===== src/rtl/occ_pkg.sv =====
// Constants, register map and divider tables of the oscillator clock control.
// Assumes a 50 MHz system clock; the sources are modelled as tick generators on it.
package occ_pkg;
    localparam longint SYS_HZ = 50000000;
    localparam longint RC_FAST_HZ = 2000000;
    localparam longint RC_SLOW_HZ = 25000;
    localparam longint SLOW_CHZ = 173000;
    localparam longint RING_HZ = 27000000;
    localparam int CNT_W = 15;
    localparam int RC_FAST_CYC = ((SYS_HZ / RC_FAST_HZ) < 1) ? 1 : int'(SYS_HZ / RC_FAST_HZ);
    localparam int RC_SLOW_CYC = ((SYS_HZ / RC_SLOW_HZ) < 1) ? 1 : int'(SYS_HZ / RC_SLOW_HZ);
    localparam int SLOW_CYC = int'((SYS_HZ * 100) / SLOW_CHZ);
    localparam int RING_CYC = ((SYS_HZ / RING_HZ) < 1) ? 1 : int'(SYS_HZ / RING_HZ);
    localparam logic [7:0] ADDR_CTRL = 8'h00;
    localparam logic [7:0] ADDR_DIV = 8'h04;
    localparam logic [7:0] ADDR_STAT = 8'h08;
    localparam int CTRL_RC_STOP = 0;
    localparam int CTRL_RC_RUN = 1;
    localparam int CTRL_SLOW_STOP = 2;
    localparam int CTRL_SLOW_RUN = 3;
    localparam int CTRL_RING_STOP = 4;
    localparam int CTRL_RING_RUN = 5;
    localparam int CTRL_RC_FAST = 8;
    localparam logic [8:0] CTRL_RST = 9'h000;
    localparam logic [15:0] DIV_RST = 16'h0000;
    localparam logic [8:0] CTRL_MASK = 9'h13F;
    localparam logic [15:0] DIV_MASK = 16'h773F;
    localparam int DIV_RC_PRE = 0;
    localparam int DIV_SLOW_PRE = 2;
    localparam int DIV_RING_PRE = 4;
    localparam int DIV_RC_S2 = 8;
    localparam int DIV_RING_S2 = 12;
    localparam int STAT_RUN = 0;
    localparam int STAT_REQ = 8;
    localparam int STAT_HALT = 16;
    localparam logic [7:0] RC_PRE_TAB [4] = '{8'h01, 8'h02, 8'h04, 8'h08};
    localparam logic [7:0] SLOW_PRE_TAB [4] = '{8'h01, 8'h02, 8'h04, 8'h10};
    localparam logic [7:0] RING_PRE_TAB [4] = '{8'h01, 8'h04, 8'h08, 8'h10};
    localparam logic [7:0] S2_TAB [8] = '{8'h01, 8'h02, 8'h04, 8'h08,
                                          8'h10, 8'h20, 8'h40, 8'h80};
endpackage : occ_pkg


===== src/rtl/occ_osc.sv =====
// Source tick generator: one pulse every i_period cycles while enabled.
// Assumes i_period is at least one; the count restarts whenever disabled.
`timescale 1ns/1ps
module occ_osc (
    // Clock and reset.
    input wire logic i_sys_clk,
    input wire logic i_rst,
    // Control.
    input wire logic i_en,
    input wire logic [occ_pkg::CNT_W-1:0] i_period,
    // Tick out.
    output logic o_tick
);
    import occ_pkg::*;
    logic [CNT_W-1:0] cnt_q;
    logic [CNT_W-1:0] cnt_d;
    wire last = (cnt_q >= i_period - CNT_W'(1));

    assign cnt_d = (!i_en || last) ? '0 : cnt_q + CNT_W'(1);
    assign o_tick = i_en && last;

    always_ff @(posedge i_sys_clk) begin
        if (i_rst) begin
            cnt_q <= '0;
        end else begin
            cnt_q <= cnt_d;
        end
    end
endmodule : occ_osc


===== src/rtl/occ_div.sv =====
// Divider stage: passes one input tick out of every i_ratio ticks.
// Assumes i_ratio is at least one; a changed ratio applies at once to the running count.
`timescale 1ns/1ps
module occ_div (
    // Clock and reset.
    input wire logic i_sys_clk,
    input wire logic i_rst,
    // Input ticks and ratio.
    input wire logic i_tick,
    input wire logic [7:0] i_ratio,
    // Divided ticks.
    output logic o_tick
);
    logic [7:0] cnt_q;
    logic [7:0] cnt_d;
    wire last = (cnt_q >= i_ratio - 8'h01);

    assign cnt_d = !i_tick ? cnt_q : (last ? 8'h00 : cnt_q + 8'h01);
    assign o_tick = i_tick && last;

    always_ff @(posedge i_sys_clk) begin
        if (i_rst) begin
            cnt_q <= 8'h00;
        end else begin
            cnt_q <= cnt_d;
        end
    end
endmodule : occ_div


===== src/rtl/occ_top.sv =====
// Oscillator clock control: three sources, their dividers and run control.
// Assumes an APB master on the system clock and synchronous matrix inputs.
//
// Implementation choices: the placing of the registers and the APB slave port.
`timescale 1ns/1ps
module occ_top #(
    parameter int SLOW_CYC_P = occ_pkg::SLOW_CYC
) (
    // Clock and reset.
    input wire logic i_sys_clk,
    input wire logic i_rst,
    // APB slave.
    input wire logic i_psel,
    input wire logic i_penable,
    input wire logic i_pwrite,
    input wire logic [7:0] i_paddr,
    input wire logic [31:0] i_pwdata,
    output logic [31:0] o_prdata,
    output logic o_pready,
    output logic o_pslverr,
    // Matrix halt inputs, bit 0 RC, bit 1 slow, bit 2 ring.
    input wire logic [2:0] i_source_halt_input,
    // Turn-on requests per source: delay counter, converter, pulse-width unit.
    input wire logic [2:0] i_dly_req,
    input wire logic [2:0] i_adc_req,
    input wire logic [2:0] i_pwm_req,
    // Matrix clock lines and run state.
    output logic o_mtx_in48,
    output logic o_mtx_in49,
    output logic o_mtx_in50,
    output logic [2:0] o_src_run
);
    import occ_pkg::*;

    // ------------------------------------------------------------
    // Register interface
    // ------------------------------------------------------------
    logic [8:0] ctrl_q;
    logic [15:0] div_q;
    logic pready_q;
    logic [31:0] prdata_q;
    logic pslverr_q;
    logic [2:0] run_q;
    logic mtx48_q;
    logic mtx49_q;
    logic mtx50_q;

    wire hit_ctrl = (i_paddr == ADDR_CTRL);
    wire hit_div = (i_paddr == ADDR_DIV);
    wire hit_stat = (i_paddr == ADDR_STAT);
    wire access = i_psel && i_penable && !pready_q;
    wire fire = i_psel && i_penable && pready_q;
    wire wr_ctrl = fire && i_pwrite && hit_ctrl;
    wire wr_div = fire && i_pwrite && hit_div;
    wire bad = !(hit_ctrl || hit_div || hit_stat) || (i_pwrite && hit_stat);

    // ------------------------------------------------------------
    // Run control
    // ------------------------------------------------------------
    wire [2:0] stop_en = {ctrl_q[CTRL_RING_STOP], ctrl_q[CTRL_SLOW_STOP],
                          ctrl_q[CTRL_RC_STOP]};
    wire [2:0] run_mode = {ctrl_q[CTRL_RING_RUN], ctrl_q[CTRL_SLOW_RUN],
                           ctrl_q[CTRL_RC_RUN]};
    wire [2:0] turn_on = run_mode | i_dly_req | i_adc_req | i_pwm_req;
    wire [2:0] halted = stop_en & i_source_halt_input;
    wire [2:0] run_d = turn_on & ~halted;

    logic [31:0] rd_mux;
    assign rd_mux = hit_ctrl ? {23'h00_0000, ctrl_q} :
                    hit_div ? {16'h0000, div_q} :
                    hit_stat ? {13'h0000, i_source_halt_input, 5'h00, turn_on,
                                5'h00, run_q} : 32'h0000_0000;

    always_ff @(posedge i_sys_clk) begin
        if (i_rst) begin
            pready_q <= 1'b0;
            prdata_q <= 32'h0000_0000;
            pslverr_q <= 1'b0;
        end else begin
            pready_q <= access;
            prdata_q <= access && !i_pwrite ? rd_mux : 32'h0000_0000;
            pslverr_q <= access && bad;
        end
    end

    always_ff @(posedge i_sys_clk) begin
        if (i_rst) begin
            ctrl_q <= CTRL_RST;
            div_q <= DIV_RST;
        end else begin
            if (wr_ctrl) begin
                ctrl_q <= i_pwdata[8:0] & CTRL_MASK;
            end
            if (wr_div) begin
                div_q <= i_pwdata[15:0] & DIV_MASK;
            end
        end
    end

    always_ff @(posedge i_sys_clk) begin
        if (i_rst) begin
            run_q <= 3'h0;
        end else begin
            run_q <= run_d;
        end
    end

    // ------------------------------------------------------------
    // Sources
    // ------------------------------------------------------------
    logic rc_tick;
    logic slow_tick;
    logic ring_tick;
    wire [CNT_W-1:0] rc_period = ctrl_q[CTRL_RC_FAST] ? CNT_W'(RC_FAST_CYC)
                                                      : CNT_W'(RC_SLOW_CYC);

    occ_osc u_rc_osc (
        .i_sys_clk(i_sys_clk),
        .i_rst(i_rst),
        .i_en(run_q[0]),
        .i_period(rc_period),
        .o_tick(rc_tick)
    );

    occ_osc u_slow_osc (
        .i_sys_clk(i_sys_clk),
        .i_rst(i_rst),
        .i_en(run_q[1]),
        .i_period(CNT_W'(SLOW_CYC_P)),
        .o_tick(slow_tick)
    );

    occ_osc u_ring_osc (
        .i_sys_clk(i_sys_clk),
        .i_rst(i_rst),
        .i_en(run_q[2]),
        .i_period(CNT_W'(RING_CYC)),
        .o_tick(ring_tick)
    );

    // ------------------------------------------------------------
    // Divider chains
    // ------------------------------------------------------------
    logic rc_pre_tick;
    logic slow_pre_tick;
    logic ring_pre_tick;
    logic rc_s2_tick;
    logic ring_s2_tick;
    wire [7:0] rc_pre_ratio = RC_PRE_TAB[div_q[DIV_RC_PRE +: 2]];
    wire [7:0] slow_pre_ratio = SLOW_PRE_TAB[div_q[DIV_SLOW_PRE +: 2]];
    wire [7:0] ring_pre_ratio = RING_PRE_TAB[div_q[DIV_RING_PRE +: 2]];
    wire [7:0] rc_s2_ratio = S2_TAB[div_q[DIV_RC_S2 +: 3]];
    wire [7:0] ring_s2_ratio = S2_TAB[div_q[DIV_RING_S2 +: 3]];

    occ_div u_rc_pre (
        .i_sys_clk(i_sys_clk),
        .i_rst(i_rst),
        .i_tick(rc_tick),
        .i_ratio(rc_pre_ratio),
        .o_tick(rc_pre_tick)
    );

    occ_div u_rc_s2 (
        .i_sys_clk(i_sys_clk),
        .i_rst(i_rst),
        .i_tick(rc_pre_tick),
        .i_ratio(rc_s2_ratio),
        .o_tick(rc_s2_tick)
    );

    occ_div u_slow_pre (
        .i_sys_clk(i_sys_clk),
        .i_rst(i_rst),
        .i_tick(slow_tick),
        .i_ratio(slow_pre_ratio),
        .o_tick(slow_pre_tick)
    );

    occ_div u_ring_pre (
        .i_sys_clk(i_sys_clk),
        .i_rst(i_rst),
        .i_tick(ring_tick),
        .i_ratio(ring_pre_ratio),
        .o_tick(ring_pre_tick)
    );

    occ_div u_ring_s2 (
        .i_sys_clk(i_sys_clk),
        .i_rst(i_rst),
        .i_tick(ring_pre_tick),
        .i_ratio(ring_s2_ratio),
        .o_tick(ring_s2_tick)
    );

    // ------------------------------------------------------------
    // Matrix clock lines
    // ------------------------------------------------------------
    // Each line toggles once per divided tick, so its period is two ticks.
    always_ff @(posedge i_sys_clk) begin
        if (i_rst) begin
            mtx48_q <= 1'b0;
            mtx49_q <= 1'b0;
            mtx50_q <= 1'b0;
        end else begin
            mtx48_q <= mtx48_q ^ ring_s2_tick;
            mtx49_q <= mtx49_q ^ rc_s2_tick;
            mtx50_q <= mtx50_q ^ slow_pre_tick;
        end
    end

    assign o_prdata = prdata_q;
    assign o_pready = pready_q;
    assign o_pslverr = pslverr_q;
    assign o_mtx_in48 = mtx48_q;
    assign o_mtx_in49 = mtx49_q;
    assign o_mtx_in50 = mtx50_q;
    assign o_src_run = run_q;
endmodule : occ_top


===== config.mk =====
export PLATFORM = sky130hd
export DESIGN_NAME = occ_top
export DESIGN_NICKNAME = d
export VERILOG_FILES = /design/src/rtl/occ_pkg.sv /design/src/rtl/occ_osc.sv /design/src/rtl/occ_div.sv /design/src/rtl/occ_top.sv
export SDC_FILE = /design/constraint.sdc
export NUM_CORES = 1
export LEC_CHECK = 0
export BUFFER_PORTS_ARGS = -buffer_cell sky130_fd_sc_hd__clkbuf_2
export CAP_MARGIN = 25
export CORE_MARGIN = 1
export CORE_UTILIZATION = 61
export DETAILED_ROUTE_END_ITERATION = 10
export GPL_TIMING_DRIVEN = 0
export PLACE_DENSITY = 0.86
export SLEW_MARGIN = 20
export SYNTH_ARGS = -nofsm -noshare
export SYNTH_HDL_FRONTEND = slang
export SYNTH_SLANG_ARGS = --single-unit

===== constraint.sdc =====
create_clock -name i_sys_clk -period 7.9 [get_ports i_sys_clk]
set_clock_uncertainty 0.05 [all_clocks]
set_input_delay 0.79 -clock i_sys_clk [delete_from_list [all_inputs] [get_ports i_sys_clk]]
set_output_delay 0.79 -clock i_sys_clk [all_outputs]
set_load 0.02 [all_outputs]

; ---- Word-level counts from Yosys, hierarchy flattened
; Memory sizes are Yosys's and may differ from the RTL's.
; Index checks and enable logic that the tools add are counted.
[totals]
romBits = 128
input_bits = 57
output_inout_bits = 40
ramBits = 0
regBits = 144
word_cells = 127
mem_count = 2
latchBits = 0
[mem_list]
columns = name, words, width, rd, rd_ports_with_merged_regs, wr, line
row1 = (no name shown), 8, 8, 1, 0, 0, occ_top.sv:153  ; wire [7:0] ring_s2_ratio = S2_TAB[div_q[DIV_RING_S2 +: 3]];
row2 = (no name shown), 8, 8, 1, 0, 0, occ_top.sv:152  ; wire [7:0] rc_s2_ratio = S2_TAB[div_q[DIV_RC_S2 +: 3]];
[op_classes]
n_addsub = 14
div = 0
order_cmp = 13
shift = 0
n_mul = 0
reduce_logical = 37
bitwise = 16
muxes = 22
eq_ne = 2
[op_table]
columns = operator, count
row1 = 8-bit 2-to-1 mux, 15
row2 = 8-bit binary-select mux with 2-bit select, 3
row3 = "15-bit by 1-bit adder with 15-bit output, second input constant", 3
row4 = "8-bit by 1-bit adder with 8-bit output, second input constant", 5
row5 = 8-bit greater-or-equal comparator, 5
row6 = "8-bit by 1-bit subtractor with 8-bit output, second input constant", 5
row7 = 11-bit 2-to-1 mux, 2
row8 = 1-bit logical AND, 17
row9 = 16-bit 2-to-1 mux, 1
row10 = "15-bit by 1-bit greater-or-equal comparator with 1-bit output, second input constant", 1
row11 = 15-bit greater-or-equal comparator, 1
row12 = "15-bit greater-or-equal comparator, second input constant", 1
row13 = "11-bit by 1-bit subtractor with 12-bit output, second input constant", 1
row14 = "3-bit greater-or-equal comparator, second input constant", 3
row15 = 9-bit 2-to-1 mux, 1
row16 = 2-bit inverter with 3-bit output, 3
row17 = 3-bit OR, 3
row18 = "8-bit by 3-bit equality test with 1-bit output, second input constant", 1
row19 = "8-bit by 4-bit equality test with 1-bit output, second input constant", 1
row20 = "4-bit greater-or-equal comparator, second input constant", 2
row21 = 8-bit zero test, 1
row22 = 3-bit inverter with 4-bit output, 2
row23 = 2-bit OR reduction, 4
row24 = 3-bit AND, 2
row25 = other kinds (8), 21

; ---- Depth between registers and ports, before layout
[depth]
depth_word = 9
depth_mapped = 15
ltp_nobuf = 13

; ---- Hierarchy
; A second synthesis with hierarchy kept.
[unflattened]
hier_cells = 1022
hier_area_um2 = 8943.6
[modules_own_cells]
columns = mod, cells_per_inst, instances, seq_area_each_um2, area_each_um2
row1 = occ_div, 73, 5, 160.2, 628.1
row2 = occ_osc at u_ring_osc ..., 146, 2, 300.3, 1258.7
row3 = occ_top, 219, 1, 840.8, 2034.5
row4 = occ_osc at u_rc_osc, 146, 1, 300.3, 1251.2

; ---- Worst setup path after synthesis
; No wires, ideal clock.
[synth_path]
kind = register to register
start = reg div_q[8]
end = reg mtx49_q, in the netlist o_mtx_in49
setup_ns = 0.071
path_buffers = 2
required_ns = 7.779
path_slack_ns = 4.975
path_stages_with_launch = 15
synth_period_minus_slack_ns = 2.925
arrival_ns = 2.804
path_cell_list = dfxtp_1 clkbuf_1 or3_1 ha_1 buf_1 xor2_1 nor2_1 a21oi_1 ha_1 nand2_1 nor3_1 a21o_1 inv_1 or4_1 a21oi_1
[synth_via]
elab_chain_len = 8
[synth_rtl]
columns = item, line
row1 = "start, declared", occ_top.sv:39  ; logic [15:0] div_q;
row2 = "start signal, assigned", occ_top.sv:95  ; div_q <= i_pwdata[15:0] & DIV_MASK;
row3 = 3-bit inverter with 4-bit output (not written as such), occ_top.sv:152
row4 = memory read 8 x 8 bit, --
row5 = 8-bit 2-to-1 mux (not written as such) (2 in a row), occ_top.sv:152
row6 = 8-bit by 1-bit subtractor with 8-bit output, occ_div.sv:16  ; wire last = (cnt_q >= i_ratio - 8'h01);
row7 = 8-bit greater-or-equal comparator, occ_div.sv:16
row8 = 1-bit logical AND, occ_div.sv:19  ; assign o_tick = i_tick && last;
row9 = 1-bit bitwise XOR, occ_top.sv:206  ; mtx49_q <= mtx49_q ^ rc_s2_tick;
row10 = "end signal, assigned", occ_top.sv:206
row11 = "end, declared", occ_top.sv:45  ; logic mtx49_q;
; No other way between the ends. The select of a mux whose other input is x is not followed.
; A chain may end at the register's enable or synchronous reset.

; ---- Worst setup path in the final report
; Same ends and word-level chain as after synthesis.

==> summary by stage <==
Status
The flow ran to the end, and the final reports show no timing, DRC or antenna violations.

Critical path
In this run the register-to-register setup slack is 4.58 ns. The worst flop-to-flop path endpoint is o_mtx_in49$_SDFF_PP0_. The worst register-to-register path has a depth of 14. The signal on the critical path passes through clkbuf_1, or3_1, ha_1, buf_1, nor3_1, a21o_1, a21oi_1, ha_1, nand2_1, nor3_1, a21o_1, inv_1, or4_1, a21oi_1.

The type of the setup path with the least slack is flip-flop to flip-flop. In this run the critical register-to-register path is launched from div_q[8]$_SDFFE_PP0P_. In this run the worst path has a maximum fanout of 8. On the worst path, the slowest cell contributes a delay of 0.43 ns. STA puts the critical path data required time at 8.15 ns. The endpoint type of the worst setup path is a flip-flop.

The sort of element at the start of the critical path is a flip-flop. The cell with the largest stage delay on the worst path is sky130_fd_sc_hd__or3_1. For the worst setup path, the data arrival time is 3.58 ns.

Synthesis
The portion of netlist area occupied by mux cells is 4.86%. Sequential elements use approximately 40% of the synthesized area. After synthesis, the largest family of logic cells by area is simple AND/OR/NAND/NOR gates. The instance count of the mapped netlist is 655.

The synthesized netlist devotes 10.5% of its cell area to compound gates. The adder-cell share of the synthesized area is between 10% and 20%. In this run the cell area of the synthesized design comes to between 5000 and 6000 um^2. Counting flops with a built-in enable in the synthesized netlist gives 0. The proportion of synthesized flip-flops having asynchronous set or reset is 0%. The number of distinct standard cells referenced by the synthesized netlist is 57. The average size of a mapped cell is 8.80 um^2.

The fraction of synthesized cell area in xor and xnor cells is under 10%. The area fraction in and, or, nand and nor cells after synthesis is between 20% and 30%. For this run, the number of Yosys warnings is 0. Among all flip-flop cells after synthesis, the most frequent one is sky130_fd_sc_hd__dfxtp_1. Counting flops and latches in the post-synthesis netlist gives between 100 and 150.

Clock tree
The count of hold buffers inserted by post-cts repair is 0. Clock tree synthesis inserted a total of 9 buffers. The clock insertion delay at the later pin of the skew report is 0.38 ns. The clock tree from TritonCTS is built. After clock tree synthesis, the clock-pin slew on the worst setup and hold paths is 0.11 ns. The number of gates resized after CTS was 0.

The level count of the clock H-tree is 3. The root cell of the clock tree is sky130_fd_sc_hd__clkbuf_8. The buffer levels on the longest clock path is 2.

The number of sinks driven by the clock tree is 112. Post-CTS timing repair inserted 0 buffers for setup.

Global routing
The total grt overflow is 0. The initial antenna violation count is 0. The met2 track utilization from global routing is 44.6%. After global routing, the most crowded layer is met2. The maximum number of pins on one net before global-route repair is 19. The met1 usage is 30.8%.

The number of global-route vias before repair came to 4461. The first global-routing pass estimated 20100 um of wire. The global routing usage summed across all routing layers is between 20 and 30%.

The met3 layer usage reported by global route is 6.25%.

Layout
The top cell types in the final layout, fill and taps aside, are sky130_fd_sc_hd__dfxtp_1, sky130_fd_sc_hd__nor2_1, sky130_fd_sc_hd__clkbuf_2. After routing the design area is 6450 um^2. The number of diodes added for antenna fixing is 0. The area added between synthesis and finish is 11.9%.

The post-layout instance count excluding filler cells is between 800 and 900. The number of inserted filler cells in the final layout is 723. Leaving out fill and tap cells, the most frequent cell in the layout is sky130_fd_sc_hd__dfxtp_1. In the final layout, the share of cells above drive strength 1 is between 10% and 20%. At the end of the flow, the number of nets in the layout was 852.

Die
The x dimension of the die is 99.2 um. The boundary pin count is 97. Row generation in the floorplan step produced 35 rows. Once the floorplan was initialized, standard cells occupied 62.7% of the core. The area inside the core boundary is 9200 um^2. The overall die height is between 90 and 100 um.

The die area is 9850 um^2.

Drt
In the routed design, unresolved DRC markers number 0. The first routing iteration left 248 violations. The via total after detailed routing is 4749. The routed length per instance is 14.1 um. The number of nets still failing antenna checks after routing is 0. The per-cell via count in the routed design is between 5 and 6. After detailed routing, the total wire length is 12100 um. The number of optimization iterations in the first detailed-route pass is 5.

Power
For this design the ratio of total power to cell area is 152 nW/um^2. For this design the static power due to leakage is 2.84 nW. The highest ir drop seen on vdd is 0.112 mV.

Placed design
The routability congestion estimate is 0.815. Including well taps, the total number of placed cells is between 800 and 900. The detailed placer's ending HPWL is 9150 um. The placed instances occupy a cell area of 6280 um^2. The port buffer count is 58.

Worst hold path
The launch point of the worst hold path is u_slow_osc.cnt_q[0]$_SDFF_PP0_. The worst hold path terminates at u_slow_osc.cnt_q[0]$_SDFF_PP0_. The worst hold-check path type is flip-flop to flip-flop. Counting instances, the worst hold path has a depth of 1.

STA
The max-slew violation count is 0. The clock period could shrink to 3.32 ns. The worst path uses 42.0% of the clock period. Headroom to the max-slew limit came out at a little under three fifths. Summed over all failing endpoints, the final setup total negative slack is 0 ns. The maximum clock rate is 0.301 GHz. Setup violations remaining at the end of the flow were counted as 0. The count of endpoints failing hold in the final timing report is 0. The actual slew at the worst max-slew pin is 0.666 ns. Hold is met by 0.424 ns.

Setup repair after global routing left no endpoint under its margin.

Job
The total of max-cap violations is 0.
[synth_stat cells, drive strengths merged (4+ instances only)]
cell type | number | area, um^2
dfxtp | 112 | 2240
nor2 | 111 | 417
ha | 49 | 613
nand2 | 39 | 146
buf | 30 | 215
inv | 28 | 105
mux2i | 28 | 280
nand3 | 25 | 138
xor2 | 24 | 210
a21oi | 23 | 115
o21ai | 21 | 113
xnor2 | 21 | 184
nor3 | 18 | 90.1
clkbuf | 13 | 48.8
and3 | 11 | 68.8
nand4 | 10 | 68.8
nand2b | 8 | 50.1
a211oi | 7 | 65.1
a21o | 7 | 52.6
a31oi | 6 | 37.5
nor2b | 6 | 40.0
nor4 | 6 | 43.8
or3 | 6 | 42.5
o311ai | 5 | 43.8
and4 | 4 | 35.0
or2 | 4 | 25.0
[final cells by class]
| type | count | area, um^2 | share of cell area (%) |
|---|---|---|---|
| well taps | 111 | 139 | 2.15 |
| flip-flops and latches | 112 | 2240 | 34.7 |
| clock buffers | 11 | 141 | 2.19 |
| multi-input cells | 494 | 3240 | 50.2 |
| plain buffers | 43 | 264 | 4.09 |
| clock inverters | 4 | 35.0 | 0.543 |
| repair buffers | 58 | 290 | 4.50 |
| inverters | 28 | 105 | 1.63 |
[report_power, final]
part	leakage (nW)	total, mW	switching [mW]	internal, mW
clock network	0.0908	0.322	0.196	0.126
registers	0.906	0.576	0.00594	0.570
logic	1.84	0.0818	0.0495	0.0323
[registers in the layout, indices dropped and copies added (netlist names)]
register and cells:
u_rc_pre.cnt_q 8, o_prdata 15, u_rc_s2.cnt_q 8, ctrl_q 7, o_mtx_in48 1, o_src_run 3, u_rc_osc.cnt_q 15, o_mtx_in50 1
o_mtx_in49 1, u_slow_pre.cnt_q 8, u_ring_s2.cnt_q 8, u_ring_pre.cnt_q 8, u_slow_osc.cnt_q 15, o_pready 1, div_q 12, o_pslverr 1
[stage by stage]
stage                     utilization [%]  setup slack, ns  power (mW)
final                                70.2             4.58       0.980
after global routing                 70.2             4.38        1.02
after CTS                            70.2             4.61       0.984
after detailed placement             68.3             4.63       0.670
after global placement               68.3             4.77       0.667
after floorplan                         -             4.98       0.644
[worst max-delay path, delay by kind of cell, from the launching register on]
family,cells,cell delay [ns]
buffers and inverters,3,0.53
adders and majority gates,2,0.49
AOI/OAI and AO/OA,4,0.60
and+or+nand+nor,5,1.29
DFF,1,0.31
[kinds of logic (layout without fill, tap and decap cells)]
group,count (synthesis),count (layout)
DFF,112,112
adders and majority gates,49,49
buffers and inverters,71,144
muxes,28,28
AOI/OAI and AO/OA,88,88
other,2,24
and+or+nand+nor,260,260
xor gates and xnor gates,45,45
[worst max-delay path by stage]
| stage | startpoint | to | slack [ns] | cells after the start |
|---|---|---|---|---|
| final | div_q[8]$_SDFFE_PP0P_ | o_mtx_in49$_SDFF_PP0_ | 4.58 | 14 |
| after global routing | div_q[8]$_SDFFE_PP0P_ | o_mtx_in49$_SDFF_PP0_ | 4.38 | 14 |
| after CTS | div_q[8]$_SDFFE_PP0P_ | o_mtx_in49$_SDFF_PP0_ | 4.61 | 14 |
| after detailed placement | div_q[8]$_SDFFE_PP0P_ | o_mtx_in49$_SDFF_PP0_ | 4.63 | 14 |
| after global placement | div_q[8]$_SDFFE_PP0P_ | o_mtx_in49$_SDFF_PP0_ | 4.77 | 14 |
| after floorplan | div_q[8]$_SDFFE_PP0P_ | o_mtx_in49$_SDFF_PP0_ | 4.98 | 14 |
[per-layer routing]
metal,vias to the layer above,share of wire (%)
met4,0,1.6
li1,2396,-
met1,2223,44
met2,112,49
met3,18,5.2
met5,-,0
Note: power is estimated with default switching activity, not from simulation.
